[src/logic/cfg_regs_defines.svh]
// register offsets, reset values and field positions of the configuration slice
`ifndef CFG_REGS_DEFINES_SVH
`define CFG_REGS_DEFINES_SVH
`define IDX_SERIAL_SETUP   8'h02
`define IDX_FLOPPY_OPTION  8'h03
`define IDX_EXT_SETUP      8'h04
`define RST_SERIAL_SETUP   8'hDC
`define RST_FLOPPY_OPTION  8'h78
`define RST_EXT_SETUP      8'h00
`define RST_THIRD_FOURTH   2'h0
`define FLOPPY_WR_MASK     8'hFE
`define ADDR_1ST           10'h3F8
`define ADDR_2ND           10'h2F8
`define ADDR_3RD_0         10'h338
`define ADDR_3RD_1         10'h3E8
`define ADDR_3RD_2         10'h2E8
`define ADDR_3RD_3         10'h220
`define ADDR_4TH_0         10'h238
`define ADDR_4TH_1         10'h2E8
`define ADDR_4TH_2         10'h2E0
`define ADDR_4TH_3         10'h228
`define RST_INDEX          8'h00
`define RD_IDLE            8'h00
`define SER_STRIDE         4
`define SER_EN_OFS         2
`define SER_PWR_OFS        3
`define FO_ENH_BIT         1
`define FO_OPT0_BIT        3
`define FO_OPT1_BIT        4
`define FO_ENC_BIT         5
`define FO_IDENT_BIT       6
`endif

[src/logic/cfg_regs_pkg.sv]
// types shared by the configuration register slice
package cfg_regs_pkg;
  typedef struct packed {
    logic       enable;
    logic       power_ok;
    logic [9:0] base;
  } serial_cfg_t;

  typedef enum logic [1:0] {
    MODE_AT,
    MODE_RESERVED,
    MODE_ALT_A,
    MODE_ALT_B
  } floppy_if_mode_t;
endpackage

[src/logic/serial_floppy_config_regs.sv]
// configuration register slice: serial setup, floppy option, extended setup
`timescale 1ns/1ps
`include "cfg_regs_defines.svh"
module serial_floppy_config_regs import cfg_regs_pkg::*; (
  input  wire logic            mclk,
  input  wire logic            sys_rst,
  input  wire logic            power_on_rst,
  input  wire logic            config_mode,
  input  wire logic            index_wr,
  input  wire logic            data_wr,
  input  wire logic            data_rd,
  input  wire logic [7:0]      wr_data,
  input  wire logic [1:0]      third_fourth_sel,
  input  wire logic [1:0]      rate_select_bits,
  output logic [7:0]           rd_data,
  output serial_cfg_t          serial_primary,
  output serial_cfg_t          serial_secondary,
  output logic                 enhanced_floppy_second,
  output floppy_if_mode_t      floppy_mode,
  output logic [7:0]           parallel_serial_extended_setup,
  output logic                 rate_pin_high,
  output logic                 rate_pin_low
);

  // ------------------------------------------------------------
  // register state
  // ------------------------------------------------------------
  logic [7:0]      config_index_register_q, config_index_register_d;
  logic [7:0]      serial_port_setup_q, serial_port_setup_d;
  logic [7:0]      floppy_option_setup_q, floppy_option_setup_d;
  logic [7:0]      ext_setup_q, ext_setup_d;
  logic [7:0]      rd_data_d;
  logic            enh_d;
  floppy_if_mode_t mode_d;
  logic [1:0]      rate_d;
  logic            index_hit;
  logic            data_wr_hit;
  logic            data_rd_hit;
  wire serial_cfg_t ser_d [2];

  // ------------------------------------------------------------
  // base address decode
  // ------------------------------------------------------------
  // selects 10 and 11 reach the third and fourth addresses, whose
  // choice lives in a field outside this slice
  function automatic logic [9:0] base_of(input logic [1:0] sel, input logic [1:0] tf);
    logic [9:0] b;
    b = `ADDR_1ST;
    case (sel)
      2'h0: b = `ADDR_1ST;
      2'h1: b = `ADDR_2ND;
      2'h2: begin
        case (tf)
          2'h0:    b = `ADDR_3RD_0;
          2'h1:    b = `ADDR_3RD_1;
          2'h2:    b = `ADDR_3RD_2;
          default: b = `ADDR_3RD_3;
        endcase
      end
      default: begin
        case (tf)
          2'h0:    b = `ADDR_4TH_0;
          2'h1:    b = `ADDR_4TH_1;
          2'h2:    b = `ADDR_4TH_2;
          default: b = `ADDR_4TH_3;
        endcase
      end
    endcase
    return b;
  endfunction

  // ------------------------------------------------------------
  // access qualifiers
  // ------------------------------------------------------------
  // every strobe is ignored outside configuration mode
  always_comb begin
    index_hit   = config_mode && index_wr;
    data_wr_hit = config_mode && data_wr;
    data_rd_hit = config_mode && data_rd;
  end

  // ------------------------------------------------------------
  // index register
  // ------------------------------------------------------------
  always_comb begin
    config_index_register_d = config_index_register_q;
    if (index_hit) begin
      config_index_register_d = wr_data;
    end
  end

  // host state: the ordinary reset clears it, so software reloads it
  always_ff @(posedge mclk) begin
    if (sys_rst || power_on_rst) begin
      config_index_register_q <= `RST_INDEX;
    end else begin
      config_index_register_q <= config_index_register_d;
    end
  end

  // ------------------------------------------------------------
  // configuration registers
  // ------------------------------------------------------------
  // a data access in the cycle of an index write uses the old index
  always_comb begin
    serial_port_setup_d   = serial_port_setup_q;
    floppy_option_setup_d = floppy_option_setup_q;
    ext_setup_d           = ext_setup_q;
    if (data_wr_hit) begin
      // bit 0 of the floppy option is dropped so it always reads zero
      case (config_index_register_q)
        `IDX_SERIAL_SETUP:  serial_port_setup_d = wr_data;
        `IDX_FLOPPY_OPTION: floppy_option_setup_d = wr_data & `FLOPPY_WR_MASK;
        `IDX_EXT_SETUP:     ext_setup_d = wr_data;
        default:            ;
      endcase
    end
  end

  // power-up alone loads defaults; the ordinary reset keeps settings
  always_ff @(posedge mclk) begin
    if (power_on_rst) begin
      serial_port_setup_q   <= `RST_SERIAL_SETUP;
      floppy_option_setup_q <= `RST_FLOPPY_OPTION;
      ext_setup_q           <= `RST_EXT_SETUP;
    end else begin
      serial_port_setup_q   <= serial_port_setup_d;
      floppy_option_setup_q <= floppy_option_setup_d;
      ext_setup_q           <= ext_setup_d;
    end
  end

  // ------------------------------------------------------------
  // read path
  // ------------------------------------------------------------
  // read data idles at zero so a stray sample never shows contents;
  // unmapped indexes read as zero as well
  always_comb begin
    rd_data_d = `RD_IDLE;
    if (data_rd_hit) begin
      case (config_index_register_q)
        `IDX_SERIAL_SETUP:  rd_data_d = serial_port_setup_q;
        `IDX_FLOPPY_OPTION: rd_data_d = floppy_option_setup_q;
        `IDX_EXT_SETUP:     rd_data_d = ext_setup_q;
        default:            rd_data_d = `RD_IDLE;
      endcase
    end
  end

  always_ff @(posedge mclk) begin
    if (sys_rst || power_on_rst) begin
      rd_data <= `RD_IDLE;
    end else begin
      rd_data <= rd_data_d;
    end
  end

  // ------------------------------------------------------------
  // serial port decode
  // ------------------------------------------------------------
  // both ports share one field layout, one nibble apart
  generate
    for (genvar ch = 0; ch < 2; ch++) begin : g_serial
      localparam int SEL_LSB = `SER_STRIDE * ch;
      assign ser_d[ch] = {serial_port_setup_q[SEL_LSB + `SER_EN_OFS],
                          serial_port_setup_q[SEL_LSB + `SER_PWR_OFS],
                          base_of(serial_port_setup_q[SEL_LSB + 1:SEL_LSB], third_fourth_sel)};
    end
  endgenerate

  // ------------------------------------------------------------
  // floppy decode
  // ------------------------------------------------------------
  always_comb begin
    enh_d = floppy_option_setup_q[`FO_ENH_BIT];
    // the reserved combination is decoded so software can see it
    case ({floppy_option_setup_q[`FO_IDENT_BIT], floppy_option_setup_q[`FO_ENC_BIT]})
      2'b11:   mode_d = MODE_AT;
      2'b10:   mode_d = MODE_RESERVED;
      2'b00:   mode_d = MODE_ALT_A;
      default: mode_d = MODE_ALT_B;
    endcase
    // option bits other than 00 have no fixed mapping here, so the
    // pins follow the raw select code
    rate_d = rate_select_bits;
    if (!floppy_option_setup_q[`FO_OPT0_BIT] && !floppy_option_setup_q[`FO_OPT1_BIT]) begin
      case (rate_select_bits)
        2'h3:    rate_d = 2'b11;
        2'h0:    rate_d = 2'b00;
        2'h1:    rate_d = 2'b01;
        default: rate_d = 2'b10;
      endcase
    end
  end

  // ------------------------------------------------------------
  // output registers
  // ------------------------------------------------------------
  // outputs read as zero while a reset holds, then refill from the registers
  always_ff @(posedge mclk) begin
    if (sys_rst || power_on_rst) begin
      serial_primary                 <= '0;
      serial_secondary               <= '0;
      enhanced_floppy_second         <= 1'b0;
      floppy_mode                    <= MODE_AT;
      parallel_serial_extended_setup <= 8'h00;
      rate_pin_high                  <= 1'b0;
      rate_pin_low                   <= 1'b0;
    end else begin
      serial_primary                 <= ser_d[0];
      serial_secondary               <= ser_d[1];
      enhanced_floppy_second         <= enh_d;
      floppy_mode                    <= mode_d;
      parallel_serial_extended_setup <= ext_setup_q;
      rate_pin_high                  <= rate_d[1];
      rate_pin_low                   <= rate_d[0];
    end
  end

endmodule

[config.mk]
export PLATFORM = sky130hd
export DESIGN_NAME = serial_floppy_config_regs
export DESIGN_NICKNAME = d
export VERILOG_FILES = /design/src/logic/cfg_regs_pkg.sv /design/src/logic/serial_floppy_config_regs.sv
export VERILOG_INCLUDE_DIRS = /design/src /design/src/logic
export SDC_FILE = /design/constraint.sdc
export NUM_CORES = 1
export LEC_CHECK = 0
export BUFFER_PORTS_ARGS = -buffer_cell sky130_fd_sc_hd__buf_4
export CORE_ASPECT_RATIO = 0.75
export CORE_MARGIN = 8
export CORE_UTILIZATION = 39
export DETAILED_ROUTE_END_ITERATION = 10
export GPL_TIMING_DRIVEN = 0
export REMOVE_ABC_BUFFERS = 1
export SLEW_MARGIN = 0
export SYNTH_ARGS = -nofsm -noshare
export SYNTH_HDL_FRONTEND = slang
export SYNTH_SLANG_ARGS = --single-unit
[constraint.sdc]
create_clock -name mclk -period 3.3 [get_ports mclk]
set_input_delay 0.33 -clock mclk [delete_from_list [all_inputs] [get_ports mclk]]
set_output_delay 0.33 -clock mclk [all_outputs]
set_load 0.05 [all_outputs]
# After elaboration in Yosys (flattened, before gate mapping)

Cells that the tools add are included.

Equality and inequality tests: 13
Muxes and demuxes: 8
Bitwise logic cells: 1
Reduce and logical (&&, ||, !) cells: 16

Operators with widths:

| operator             | number |
|---|---|
| $pmux W9 S3          | 2 |
| $pmux W8 S3          | 2 |
| $pmux W10 S3         | 1 |
| $eq A8 B2 Y1 const B | 2 |
| $eq A2 B2 Y1 const B | 6 |
| $pmux W2 S3          | 2 |
| $logic_not A2 Y1     | 5 |
| $eq A2 B1 Y1 const B | 4 |
| $eq A8 B3 Y1 const B | 1 |
| $reduce_and A2 Y1    | 3 |
| $logic_and A1 B1 Y1  | 4 |
| $logic_not A1 Y1     | 2 |
| $mux W2              | 1 |
| $reduce_or A2 Y1     | 1 |
| $logic_or A1 B1 Y1   | 1 |
| $not A1 Y1           | 1 |

Register bits after elaboration: 76
Output and inout bits: 45
Word-level logic and storage cells: 54

# Logic depth before layout (Yosys ltp)

Gate-level depths: netlist of run 1.

Depth in word-level cells: 3
Mapped depth: 5

# Worst setup path before layout of run 1

No wires, ideal clock.

Path type: reg-to-reg
Start point: reg config_index_register_q[7]
End point: reg serial_port_setup_q[1]
Data arrival time: 1.528 ns
Required time: 3.228 ns
Setup slack: 1.700 ns
Stages on the path, launching flop included: 5
Cell sequence: dfxtp_1 > or4_4 > buf_6 > nor3_4 > mux2i_1

Word-level cells in the longest chain between the ends: 2

Ends and longest elaborated chain:

| element                     | RTL line                         | RTL |
|---|---|---|
| start: declaration          | serial_floppy_config_regs.sv:28  | `logic [7:0] config_index_register_q, config_index_register_d;` |
| start signal: assignment    | serial_floppy_config_regs.sv:95  | `` config_index_register_q <= `RST_INDEX; `` |
| start signal: assignment    | serial_floppy_config_regs.sv:97  | `config_index_register_q <= config_index_register_d;` |
| $eq A8 B2 Y1                | serial_floppy_config_regs.sv:111 | `case (config_index_register_q)` |
| $reduce_and A2 Y1 (no line) | n/a                              |  |
| end signal: assignment      | serial_floppy_config_regs.sv:123 | `` serial_port_setup_q <= `RST_SERIAL_SETUP; `` |
| end signal: assignment      | serial_floppy_config_regs.sv:127 | `serial_port_setup_q <= serial_port_setup_d;` |
| end: declaration            | serial_floppy_config_regs.sv:29  | `logic [7:0] serial_port_setup_q, serial_port_setup_d;` |

No other way between the ends.
A chain may end at the register's enable or synchronous reset.

# Worst setup path in the final report of run 1

Start point: reg config_index_register_q[7]
End point: reg floppy_option_setup_q[1]

Word-level cells in the longest chain between the ends: 2

Ends and longest elaborated chain:

| element                     | RTL line                         | RTL |
|---|---|---|
| $eq A8 B2 Y1                | serial_floppy_config_regs.sv:111 |  |
| $reduce_and A2 Y1 (no line) | n/a                              |  |
| end signal: assignment      | serial_floppy_config_regs.sv:124 | `` floppy_option_setup_q <= `RST_FLOPPY_OPTION; `` |
| end signal: assignment      | serial_floppy_config_regs.sv:128 | `floppy_option_setup_q <= floppy_option_setup_d;` |
| end: declaration            | serial_floppy_config_regs.sv:30  | `logic [7:0] floppy_option_setup_q, floppy_option_setup_d;` |

No other way between the ends.

==> results_dict.tcl, run 1 <==
set metrics [dict create \
    run_status "completed" \
    worst_slew_pin_slew_ns 0.9394 \
    hold_viol_final 0 \
    syn-cell-area_um2 2714 \
    die_x_um 112.3 \
    nets 357 \
    setup_viol 0 \
    grt-ovfl-total 0 \
    crit_path_top_delay_cell "nor4_2" \
    p_leak_nw 1.401 \
    rsz0062_at_grt "false" \
    ant_nets 0 \
    ys_ff_latch 65 \
    fin_crit_ns 2.300 \
    grt_pass1_vias 2132 \
    fin_ws_ns 0.9999 \
    cts_max_level 3 \
    clk_pin_slew_ns 0.08 \
    start_util_pct 40.11 \
    path_cells "nor4_2, nand4_1, mux2i_1" \
    die_area_um2 9912 \
    critPathCaptureType "flop" \
    antenna_cells 0 \
    relSlewSlack_pct 36.85 \
    ios 64 \
    crit_type "flop to flop" \
    cts_buffers 9 \
    avgSynthCellArea_um2 9.489 \
    num_vias 2154 \
    synth_edf_count 0 \
    port-buffer-count 57 \
    cp_max_fo 11 \
    drv_cap 0 \
    design_area_um2 3397 \
    clock_latency_ns 0.34 \
    yosysUniqueCellTypes 36 \
    finalSetupTns_ns 0 \
    synthArstFlopShare_pct 0 \
    syn_to_final_growth_pct 25.17 \
    hp-class "primary input to flop" \
    cts_buffer_depth 2 \
    fillerInstances 656 \
    hpwl_mm 4.654 \
    grt_max_degree 35 \
    clock_skew_ns 0.008904 \
    place.gp.congestion 0.7694 \
    cts-root-buf "clkbuf_8" \
    max_freq_mhz 434.8 \
    finalNonFillerCells 420 \
    start_kind "flop" \
    ir_drop_v 0.0003060 \
    cts_tree "built" \
    drt-total-wl_mm 6.804 \
    via_per_inst 5.129 \
    syn_inst 286 \
    post-place-cells 403 \
    pre_cts_slack_ns 0.8275 \
    post-route-period-util_pct 69.70 \
    slew_violations 0 \
    rows 26 \
    grt_pass1_wl_mm 11.12 \
    ys_seq_area_share_pct 47.95 \
    power_density_nw_per_um2 555.1 \
    drive_gt1_share_pct 24.40 \
    final_common_cell "dfxtp_1" \
    cts_setup_buffers 0 \
    drtIter0Drc 140 \
    critPathRequiredTime_ns 3.56 \
    dr.pass1.iters 4 \
    dpl-instance-area_um2 3110 \
    wl_per_cell_um 16.20 \
    cts_sinks 65 \
    drc 0 \
    cts_resized 0 \
    synthFlopType "dfxtp_1" \
    core_um2 6766 \
    cpPeakStageDelay_ns 0.84 \
    synth_warnings 0 \
    hold_buffers 0 \
    arrival_ns 2.56 \
    grtUsageTotal_pct 14.36 \
    chipHeight_um 88.24 \
    final_cell_mix "65 x dfxtp_1, 57 x buf_4, 32 x a21oi_1, 19 x nor2_1, 16 x and2_1" \
    antenna_found_initial 0 \
]
## flip-flops by register name, indices dropped and copies added (netlist names)
register	flops
floppy_option_setup_q	7
serial_secondary	6
serial_port_setup_q	8
config_index_register_q	8
enhanced_floppy_second	1
rate_pin_high	1
rate_pin_low	1
ext_setup_q	8
serial_primary	7
parallel_serial_extended_setup	8
floppy_mode	2
rd_data	8
## worst paths after layout
| check | startpoint | to | cells after the start | slack, ns |
|---|---|---|---|---|
| max | config_index_register_q[7]$_SDFFE_PP0P_ | floppy_option_setup_q[1]$_SDFFE_PP0P_ | 3 | 1.0 |
| min | rate_select_bits[0] | rate_pin_low$_SDFF_PP0_ | 2 | 0.19 |
| max reg2reg | config_index_register_q[7]$_SDFFE_PP0P_ | floppy_option_setup_q[1]$_SDFFE_PP0P_ | 3 | 1.0 |
| min reg2reg | floppy_option_setup_q[3]$_SDFFE_PP1P_ | rd_data[3]$_SDFF_PP0_ | 2 | 0.48 |
## stage by stage
stage	utilization (%)	power [mW]	hold slack (ns)
2_1_floorplan	-	0.9218	0.3991
3_3_place_gp	45.88	0.9900	0.4632
3_5_place_dp	45.97	0.9916	0.4644
4_1_cts	50.04	1.900	0.1785
5_1_grt	50.20	1.960	0.1724
6_report	50.20	1.886	0.1906
## where the power goes
| part | leakage (nW) | internal, mW | switching [mW] | total [mW] |
|---|---|---|---|---|
| registers | 0.528 | 0.796 | 0.00964 | 0.806 |
| logic | 0.736 | 0.0494 | 0.119 | 0.168 |
| clock network | 0.137 | 0.603 | 0.309 | 0.912 |
| total | 1.40 | 1.45 | 0.437 | 1.89 |
## kinds of logic after synthesis
group	after synthesis	share of synthesized area, %
compound gates	53	12.08
simple gates	109	24.07
mux	15	5.624
flops	65	47.95
buf+inv	36	6.916
fa+ha+maj	7	3.227
other cells	1	0.1382
## critical path, delay by kind of cell (launching register included)
kind | cells | cell delay (ns)
AND/OR/NAND/NOR | 2 | 1.52
flip-flops | 1 | 0.36
multiplexers | 1 | 0.32
## synth_stat cells, types with 2 or more instances
| library cell | instances | share of area [%] |
|---|---|---|
| nand2_1 | 9 | 1.2 |
| and4b_1 | 2 | 0.74 |
| a211oi_1 | 2 | 0.55 |
| nand2b_1 | 7 | 1.6 |
| and2_1 | 16 | 3.7 |
| mux2_2 | 2 | 0.83 |
| nor4bb_1 | 2 | 0.74 |
| nor4_1 | 2 | 0.46 |
| o31ai_1 | 10 | 2.8 |
| nor4b_1 | 2 | 0.65 |
| inv_1 | 7 | 0.97 |
| ha_1 | 7 | 3.2 |
| nand4_1 | 11 | 2.5 |
| a211o_1 | 7 | 2.3 |
| nand4b_1 | 2 | 0.65 |
| or2_2 | 2 | 0.46 |
| a21oi_1 | 32 | 5.9 |
| buf_4 | 11 | 3.0 |
| clkbuf_1 | 12 | 1.7 |
| nor2_1 | 19 | 2.6 |
| dfxtp_1 | 65 | 48 |
| buf_2 | 3 | 0.55 |
| buf_1 | 2 | 0.28 |
| nand3b_1 | 14 | 3.9 |
| nand3_1 | 15 | 2.8 |
| mux2i_1 | 13 | 4.8 |
## routing by layer
layer	track usage [%]	share of wire, %	up-vias
met2	21.63	45	68
met4	3.293	0.65	0
met3	6.544	8.9	6
met1	18.39	46	994
li1	-	-	1086
met5	0	0	-
## cell type report
cell class / count / area, µm² / share of cell area [%]
clock inverters: 6 / 137.6 / 4.052
flip-flops and latches: 65 / 1301 / 38.31
inverters: 7 / 26.28 / 0.7735
well taps: 84 / 105.1 / 3.094
multi-input cells: 190 / 1256 / 36.98
clock buffers: 10 / 137.6 / 4.052
repair buffers: 58 / 432.9 / 12.74
No activity file was read; power rests on OpenSTA's default activity.
==> run 2: changes to the inputs <==
--- a/config.mk
+++ b/config.mk
@@ -6,6 +6,7 @@
 export SDC_FILE = /design/constraint.sdc
 export NUM_CORES = 1
 export LEC_CHECK = 0
+export ABC_AREA = 1
 export BUFFER_PORTS_ARGS = -buffer_cell sky130_fd_sc_hd__buf_4
 export CORE_ASPECT_RATIO = 0.75
 export CORE_MARGIN = 8
==> constraint.sdc (replaced) <==
create_clock -name mclk -period 2.2 [get_ports mclk]
set_input_delay 0.22 -clock mclk [delete_from_list [all_inputs] [get_ports mclk]]
set_output_delay 0.22 -clock mclk [all_outputs]
set_load 0.05 [all_outputs]
==> run 2 against run 1 <==
Net effect: non-clock buffer count decreased by 1; register-to-register slack got worse by 0.16 ns; via count increased by 4.2%; wire length decreased by 8.8%; critical path type unchanged.
==> results_dict.tcl, run 2 <==
set metrics [dict create \
    run_status "completed" \
    r2r-start "config_index_register_q[7]$_SDFFE_PP0P_" \
    grt_pass1_wl_mm 10.57 \
    num_vias 2245 \
    yosysUniqueCellTypes 22 \
    grtUsageTotal_pct 13.60 \
    clock_skew_ns 0.003827 \
    post-route-period-util_pct 61.92 \
    ir_drop_v 0.0004265 \
    cts_setup_buffers 0 \
    syn_inst 357 \
    drt-total-wl_mm 6.204 \
    rows 26 \
    finalSetupTns_ns 0 \
    start_kind "flop" \
    hold_buffers 0 \
    via_per_inst 4.499 \
    finalNonFillerCells 499 \
    drv_cap 0 \
    final_cell_mix "81 x nor2_1, 65 x dfxtp_1, 57 x buf_4, 51 x nand2_1, 48 x inv_1" \
    synth_warnings 0 \
    synth_top_cell_area_share_pct 48.26 \
    slew_violations 0 \
    switchingPower_mw 0.6557 \
    min_path_cells 3 \
    grt-ovfl-total 0 \
    cts_buffer_depth 2 \
    hold_viol_final 0 \
    power_mw 2.599 \
    drive_gt1_share_pct 20.72 \
    synthMostInstantiatedCell "nor2_1" \
    core_um2 6766 \
    ys_seq_area_share_pct 48.26 \
    grt_max_degree 24 \
    yosys-top-cells-area "dfxtp_1 48%, nor2_1 11%, nand3_1 8.0%" \
    whs_endpoint "rate_pin_high$_SDFF_PP0_" \
    cts_resized 0 \
    fin_ws_ns 0.8377 \
    cts_max_level 3 \
    ant_nets 0 \
    drc 0 \
    final_core_util_pct 49.35 \
    ys_ff_latch 65 \
    worst_slew_pin_slew_ns 0.8087 \
    r2r_cells 6 \
    grt_pass1_vias 2289 \
    final_common_cell "nor2_1" \
    startpoint "config_index_register_q[7]$_SDFFE_PP0P_" \
    critPathCaptureType "flop" \
    setup_viol 0 \
    wl_per_cell_um 12.43 \
    antenna_cells 0 \
    synthArstFlopShare_pct 0 \
    synth_commonest_cells "81 x nor2_1, 65 x dfxtp_1, 51 x nand2_1" \
    p_leak_nw 1.644 \
    die_area_um2 9858 \
    arrival_ns 1.60 \
    synthFlopType "dfxtp_1" \
    seqPwrFrac_pct 46.6 \
    cts-root-buf "clkbuf_8" \
    syn_to_final_growth_pct 23.85 \
    port-buffer-count 57 \
    design_area_um2 3339 \
    nets 436 \
    ios 64 \
    pwr-share-clk_pct 42.8 \
    die_x_um 112.0 \
    hpwl_mm 4.850 \
    r2r_slack_ns 0.84 \
    chipHeight_um 88.01 \
    worstReg2RegEnd "ext_setup_q[4]$_SDFFE_PP0P_" \
    rsz0062_at_grt "false" \
    avgSynthCellArea_um2 7.553 \
    max_freq_mhz 734.0 \
    dpl-instance-area_um2 3119 \
    drtIter0Drc 121 \
    cts_sinks 65 \
    dr.pass1.iters 5 \
    cp_max_fo 8 \
    cts_tree "built" \
    crit_type "flop to flop" \
    relSlewSlack_pct 46.09 \
    cts_buffers 9 \
    clock_latency_ns 0.34 \
    synth_edf_count 0 \
    clk_pin_slew_ns 0.07 \
    critPathRequiredTime_ns 2.44 \
    power_density_nw_per_um2 778.2 \
    start_util_pct 39.85 \
    place.gp.congestion 0.8244 \
    switching_share_pct 25.23 \
    internal-power_mw 1.943 \
    hp-class "primary input to flop" \
    syn-cell-area_um2 2696 \
    synth_top_area_cell "dfxtp_1" \
    worstHoldStart "rate_select_bits[1]" \
    post-place-cells 483 \
    holdWs_ns 0.09038 \
    p_comb_share_pct 10.6 \
    pre_cts_slack_ns 0.5897 \
    antenna_found_initial 0 \
    fin_crit_ns 1.362 \
]
## run 2: cell types whose count changed after synthesis, sizes merged, moves of 10 or more
cell,before,now
nand4,11,0
nor2,19,88
inv,7,49
nand3,15,44
a21oi,32,12
o21ai,0,14
and2,16,0
mux2i,13,0
nand2,9,56
o31ai,10,0
nand3b,14,0
## run 2: critical path: stages, from the launching register on
cell,delay [ns]
dfxtp_1,0.33
nor2_1,0.10
nand3_1,0.13
nor2_1,0.41
nand3_1,0.13
nand2_1,0.11
nor2_1,0.05
## run 2: area by class of cell
type | count | area [µm²]
Clock buffer | 11 | 141.4
Clock inverter | 5 | 78.83
Fill cell | 687 | 3427
Inverter | 49 | 183.9
Multi-Input combinational cell | 228 | 1101
Sequential cell | 65 | 1301
Tap cell | 84 | 105.1
Timing Repair Buffer | 57 | 427.9
## run 2: how the worst max path moves through the flow
stage | to | slack [ns] | cells after the start
2_1_floorplan | serial_primary[5] | 0.43 | 0
3_3_place_gp | serial_primary[3]$_SDFF_PP0_ | 0.66 | 5
3_5_place_dp | config_index_register_q[6]$_SDFFE_PP0P_ | 0.59 | 5
4_1_cts | serial_port_setup_q[7]$_SDFFE_PP1P_ | 0.83 | 7
5_1_grt | ext_setup_q[6]$_SDFFE_PP0P_ | 0.63 | 6
6_report | ext_setup_q[4]$_SDFFE_PP0P_ | 0.84 | 6
## run 2: power groups by stage
stage	Combinational, mW	Clock (mW)	Sequential, mW
floorplan	0.119	0	1.30
detailed placement	0.276	0	1.24
global placement	0.275	0	1.24
global route	0.300	1.19	1.21
finish	0.276	1.11	1.21
CTS	0.277	1.14	1.21
## run 2: logic make-up (layout without fill, tap and decap cells)
kind of cell / count (synthesis) / count (layout) / share of synthesized area (%)
AOI/OAI and AO/OA: 26 / 26 / 4.826
other: 1 / 6 / 0.1391
DFF: 65 / 65 / 48.26
adders and majority gates: 7 / 7 / 3.248
buffers and inverters: 69 / 122 / 11.60
and+or+nand+nor: 189 / 189 / 31.93
## run 2: layer usage
layer,vias up,part of all wire [%],global-route usage (%)
met3,11,7.7,5.716
li1,1181,-,-
met5,-,0,0
met4,0,1.5,5.976
met2,68,42,21.00
met1,985,49,16.36
==> run 3: changes to the inputs <==
--- a/config.mk
+++ b/config.mk
@@ -6,7 +6,7 @@
 export SDC_FILE = /design/constraint.sdc
 export NUM_CORES = 1
 export LEC_CHECK = 0
-export ABC_AREA = 1
+export ABC_AREA = 0
 export BUFFER_PORTS_ARGS = -buffer_cell sky130_fd_sc_hd__buf_4
 export CORE_ASPECT_RATIO = 0.75
 export CORE_MARGIN = 8
==> constraint.sdc (replaced) <==
create_clock -name mclk -period 1.17 [get_ports mclk]
set_input_delay 0.117 -clock mclk [delete_from_list [all_inputs] [get_ports mclk]]
set_output_delay 0.117 -clock mclk [all_outputs]
set_load 0.05 [all_outputs]
==> run 3 against run 2 <==
Net effect: the run now ends with negative setup slack left; die area rose by 0.54%; clock power rose by 130%; via count rose by 4.6%; flip-flop and latch count did not move; largest power group is now the clock network; highest routed layer unchanged.
==> results_dict.tcl, run 3 (synthesis gave the netlist of run 1 again) <==
set metrics [dict create \
    run_status "finished with violations" \
    violations "negative setup slack" \
    critPathRequiredTime_ns 1.39 \
    clk_pin_slew_ns 0.07 \
    seqPwrFrac_pct 41.9 \
    critPathCaptureType "flop" \
    slew_violations 0 \
    internal-power_mw 4.127 \
    antenna_found_initial 0 \
    hold_viol_final 0 \
    syn_to_final_growth_pct 41.17 \
    cts_buffer_depth 2 \
    switchingPower_mw 1.287 \
    seq_area_um2 1319 \
    pwr-share-clk_pct 47.7 \
    fin_crit_ns 1.572 \
    grt_max_degree 35 \
    grt_pass1_wl_mm 12.01 \
    die_x_um 112.3 \
    final_common_cell "buf_4" \
    pre_cts_slack_ns -1.303 \
    post-place-cells 403 \
    num_vias 2349 \
    dpl-instance-area_um2 3110 \
    arrival_ns 1.79 \
    drive_gt1_share_pct 36.03 \
    grt-ovfl-total 0 \
    worst_slew_pin_slew_ns 0.6112 \
    post-route-period-util_pct 134.3 \
    final_core_util_pct 56.62 \
    cts_sinks 65 \
    fillerInstances 612 \
    rsz0062_at_grt "true" \
    via_per_inst 5.314 \
    start_util_pct 40.11 \
    cts_tree "built" \
    ant_nets 0 \
    path_cells "buf_12, or4_4, o31ai_1, a21oi_1" \
    start_kind "flop" \
    multi_input_area_um2 1455 \
    clock_skew_ns 0.006155 \
    cts_max_level 3 \
    p_leak_nw 1.550 \
    design_area_um2 3831 \
    nets 379 \
    antenna_cells 0 \
    port-buffer-count 57 \
    wl_per_cell_um 16.90 \
    power_mw 5.414 \
    crit_family "simple AND/OR/NAND/NOR gates" \
    drc 0 \
    finalNonFillerCells 442 \
    drtIter0Drc 152 \
    grtUsageTotal_pct 15.58 \
    switching_share_pct 23.77 \
    final_cell_mix "65 x buf_4, 59 x dfxtp_1, 25 x a21oi_1, 18 x nor2_1, 16 x and2_1" \
    drt-total-wl_mm 7.470 \
    crit_path_top_delay_cell "or4_4" \
    place.gp.congestion 0.7694 \
    dr.pass1.iters 4 \
    drv_cap 0 \
    grt_pass1_vias 2247 \
    cp_max_fo 5 \
    cp.buffers_inverters 1 \
    p_comb_share_pct 10.3 \
    chipHeight_um 88.24 \
    fin_ws_ns -0.4017 \
    cts_buffers 9 \
    rows 26 \
    cpPeakStageDelay_ns 0.59 \
    max_freq_mhz 636.2 \
    die_area_um2 9912 \
    crit_type "flop to flop" \
    clock_latency_ns 0.35 \
    hpwl_mm 4.654 \
    ios 64 \
    relSlewSlack_pct 58.70 \
    hp-class "primary input to flop" \
    cts-root-buf "clkbuf_8" \
    setup_viol 31 \
    core_um2 6766 \
    power_density_nw_per_um2 1413 \
    ir_drop_v 0.0009881 \
]
-- run 3: cell count changes in the layout (fill, tap and decap cells not counted), sizes merged, moves of 7 or more --
cell	previous run	this run
nand2	56	9
inv	49	7
nand3	44	15
nand4	0	11
nor2	88	19
o31ai	0	10
and2	0	16
a211o	0	7
nand3b	0	14
a21oi	12	32
mux2i	0	13
o21ai	14	0
nand2b	0	7
buf	57	75
-- run 3: per-stage QoR --
step	hold WS [ns]	TNS (ns)
2_1_floorplan	0.1861	-19.62
3_3_place_gp	0.3219	-42.26
3_5_place_dp	0.3265	-35.24
4_1_cts	0.03886	-9.297
5_1_grt	0.04166	-12.57
6_report	0.04644	-10.38
-- run 3: final timing paths --
| path | startpoint | end | slack [ns] | cells after the start |
|---|---|---|---|---|
| worst max register to register | config_index_register_q[6]$_SDFFE_PP0P_ | serial_port_setup_q[5]$_SDFFE_PP0P_ | -0.40 | 4 |
| worst max-delay path | config_index_register_q[6]$_SDFFE_PP0P_ | serial_port_setup_q[5]$_SDFFE_PP0P_ | -0.40 | 4 |
| worst min register to register | floppy_option_setup_q[2]$_SDFFE_PP0P_ | floppy_option_setup_q[2]$_SDFFE_PP0P_ | 0.48 | 2 |
| worst min-delay path | wr_data[6] | config_index_register_q[6]$_SDFFE_PP0P_ | 0.05 | 3 |
-- run 3: layout make-up --
cell class / instances / share of cell area (%)
Inverter: 7 / 0.7838
Timing Repair Buffer: 77 / 16.88
Tap cell: 84 / 2.743
Multi-Input combinational cell: 193 / 37.98
Clock buffer: 10 / 3.592
Clock inverter: 6 / 3.592
Sequential cell: 65 / 34.42
-- run 3: power by group through the flow --
stage          Clock, mW  Sequential [mW]  Combinational (mW)
6_report            2.58             2.27               0.559
5_1_grt             2.74             2.28               0.593
4_1_cts             2.61             2.27               0.525
3_5_place_dp           0             2.32               0.474
3_3_place_gp           0             2.32               0.471
2_1_floorplan          0             2.44               0.162
-- run 3: tightest hold or removal path, stage by stage --
cell and delay (ns):
buf_4 0.13, nand3_1 0.06, a21oi_1 0.05
-- run 3: per-layer routing --
layer	track usage, %	up-vias	wire, µm
met3	6.135	7	577
met1	20.29	1121	3429
met4	4.024	0	82
met2	23.60	82	3381
li1	-	1139	-
met5	0	-	0
-- run 3: timing repair --
item                       in CTS  in global routing
gates cloned                    3                  0
hold buffers                    2                  0
pin swaps                      15                 12
resized for setup              33                 18
setup endpoints to repair      47                 47
hold endpoints to repair        2                  0
setup buffers                  11                  7
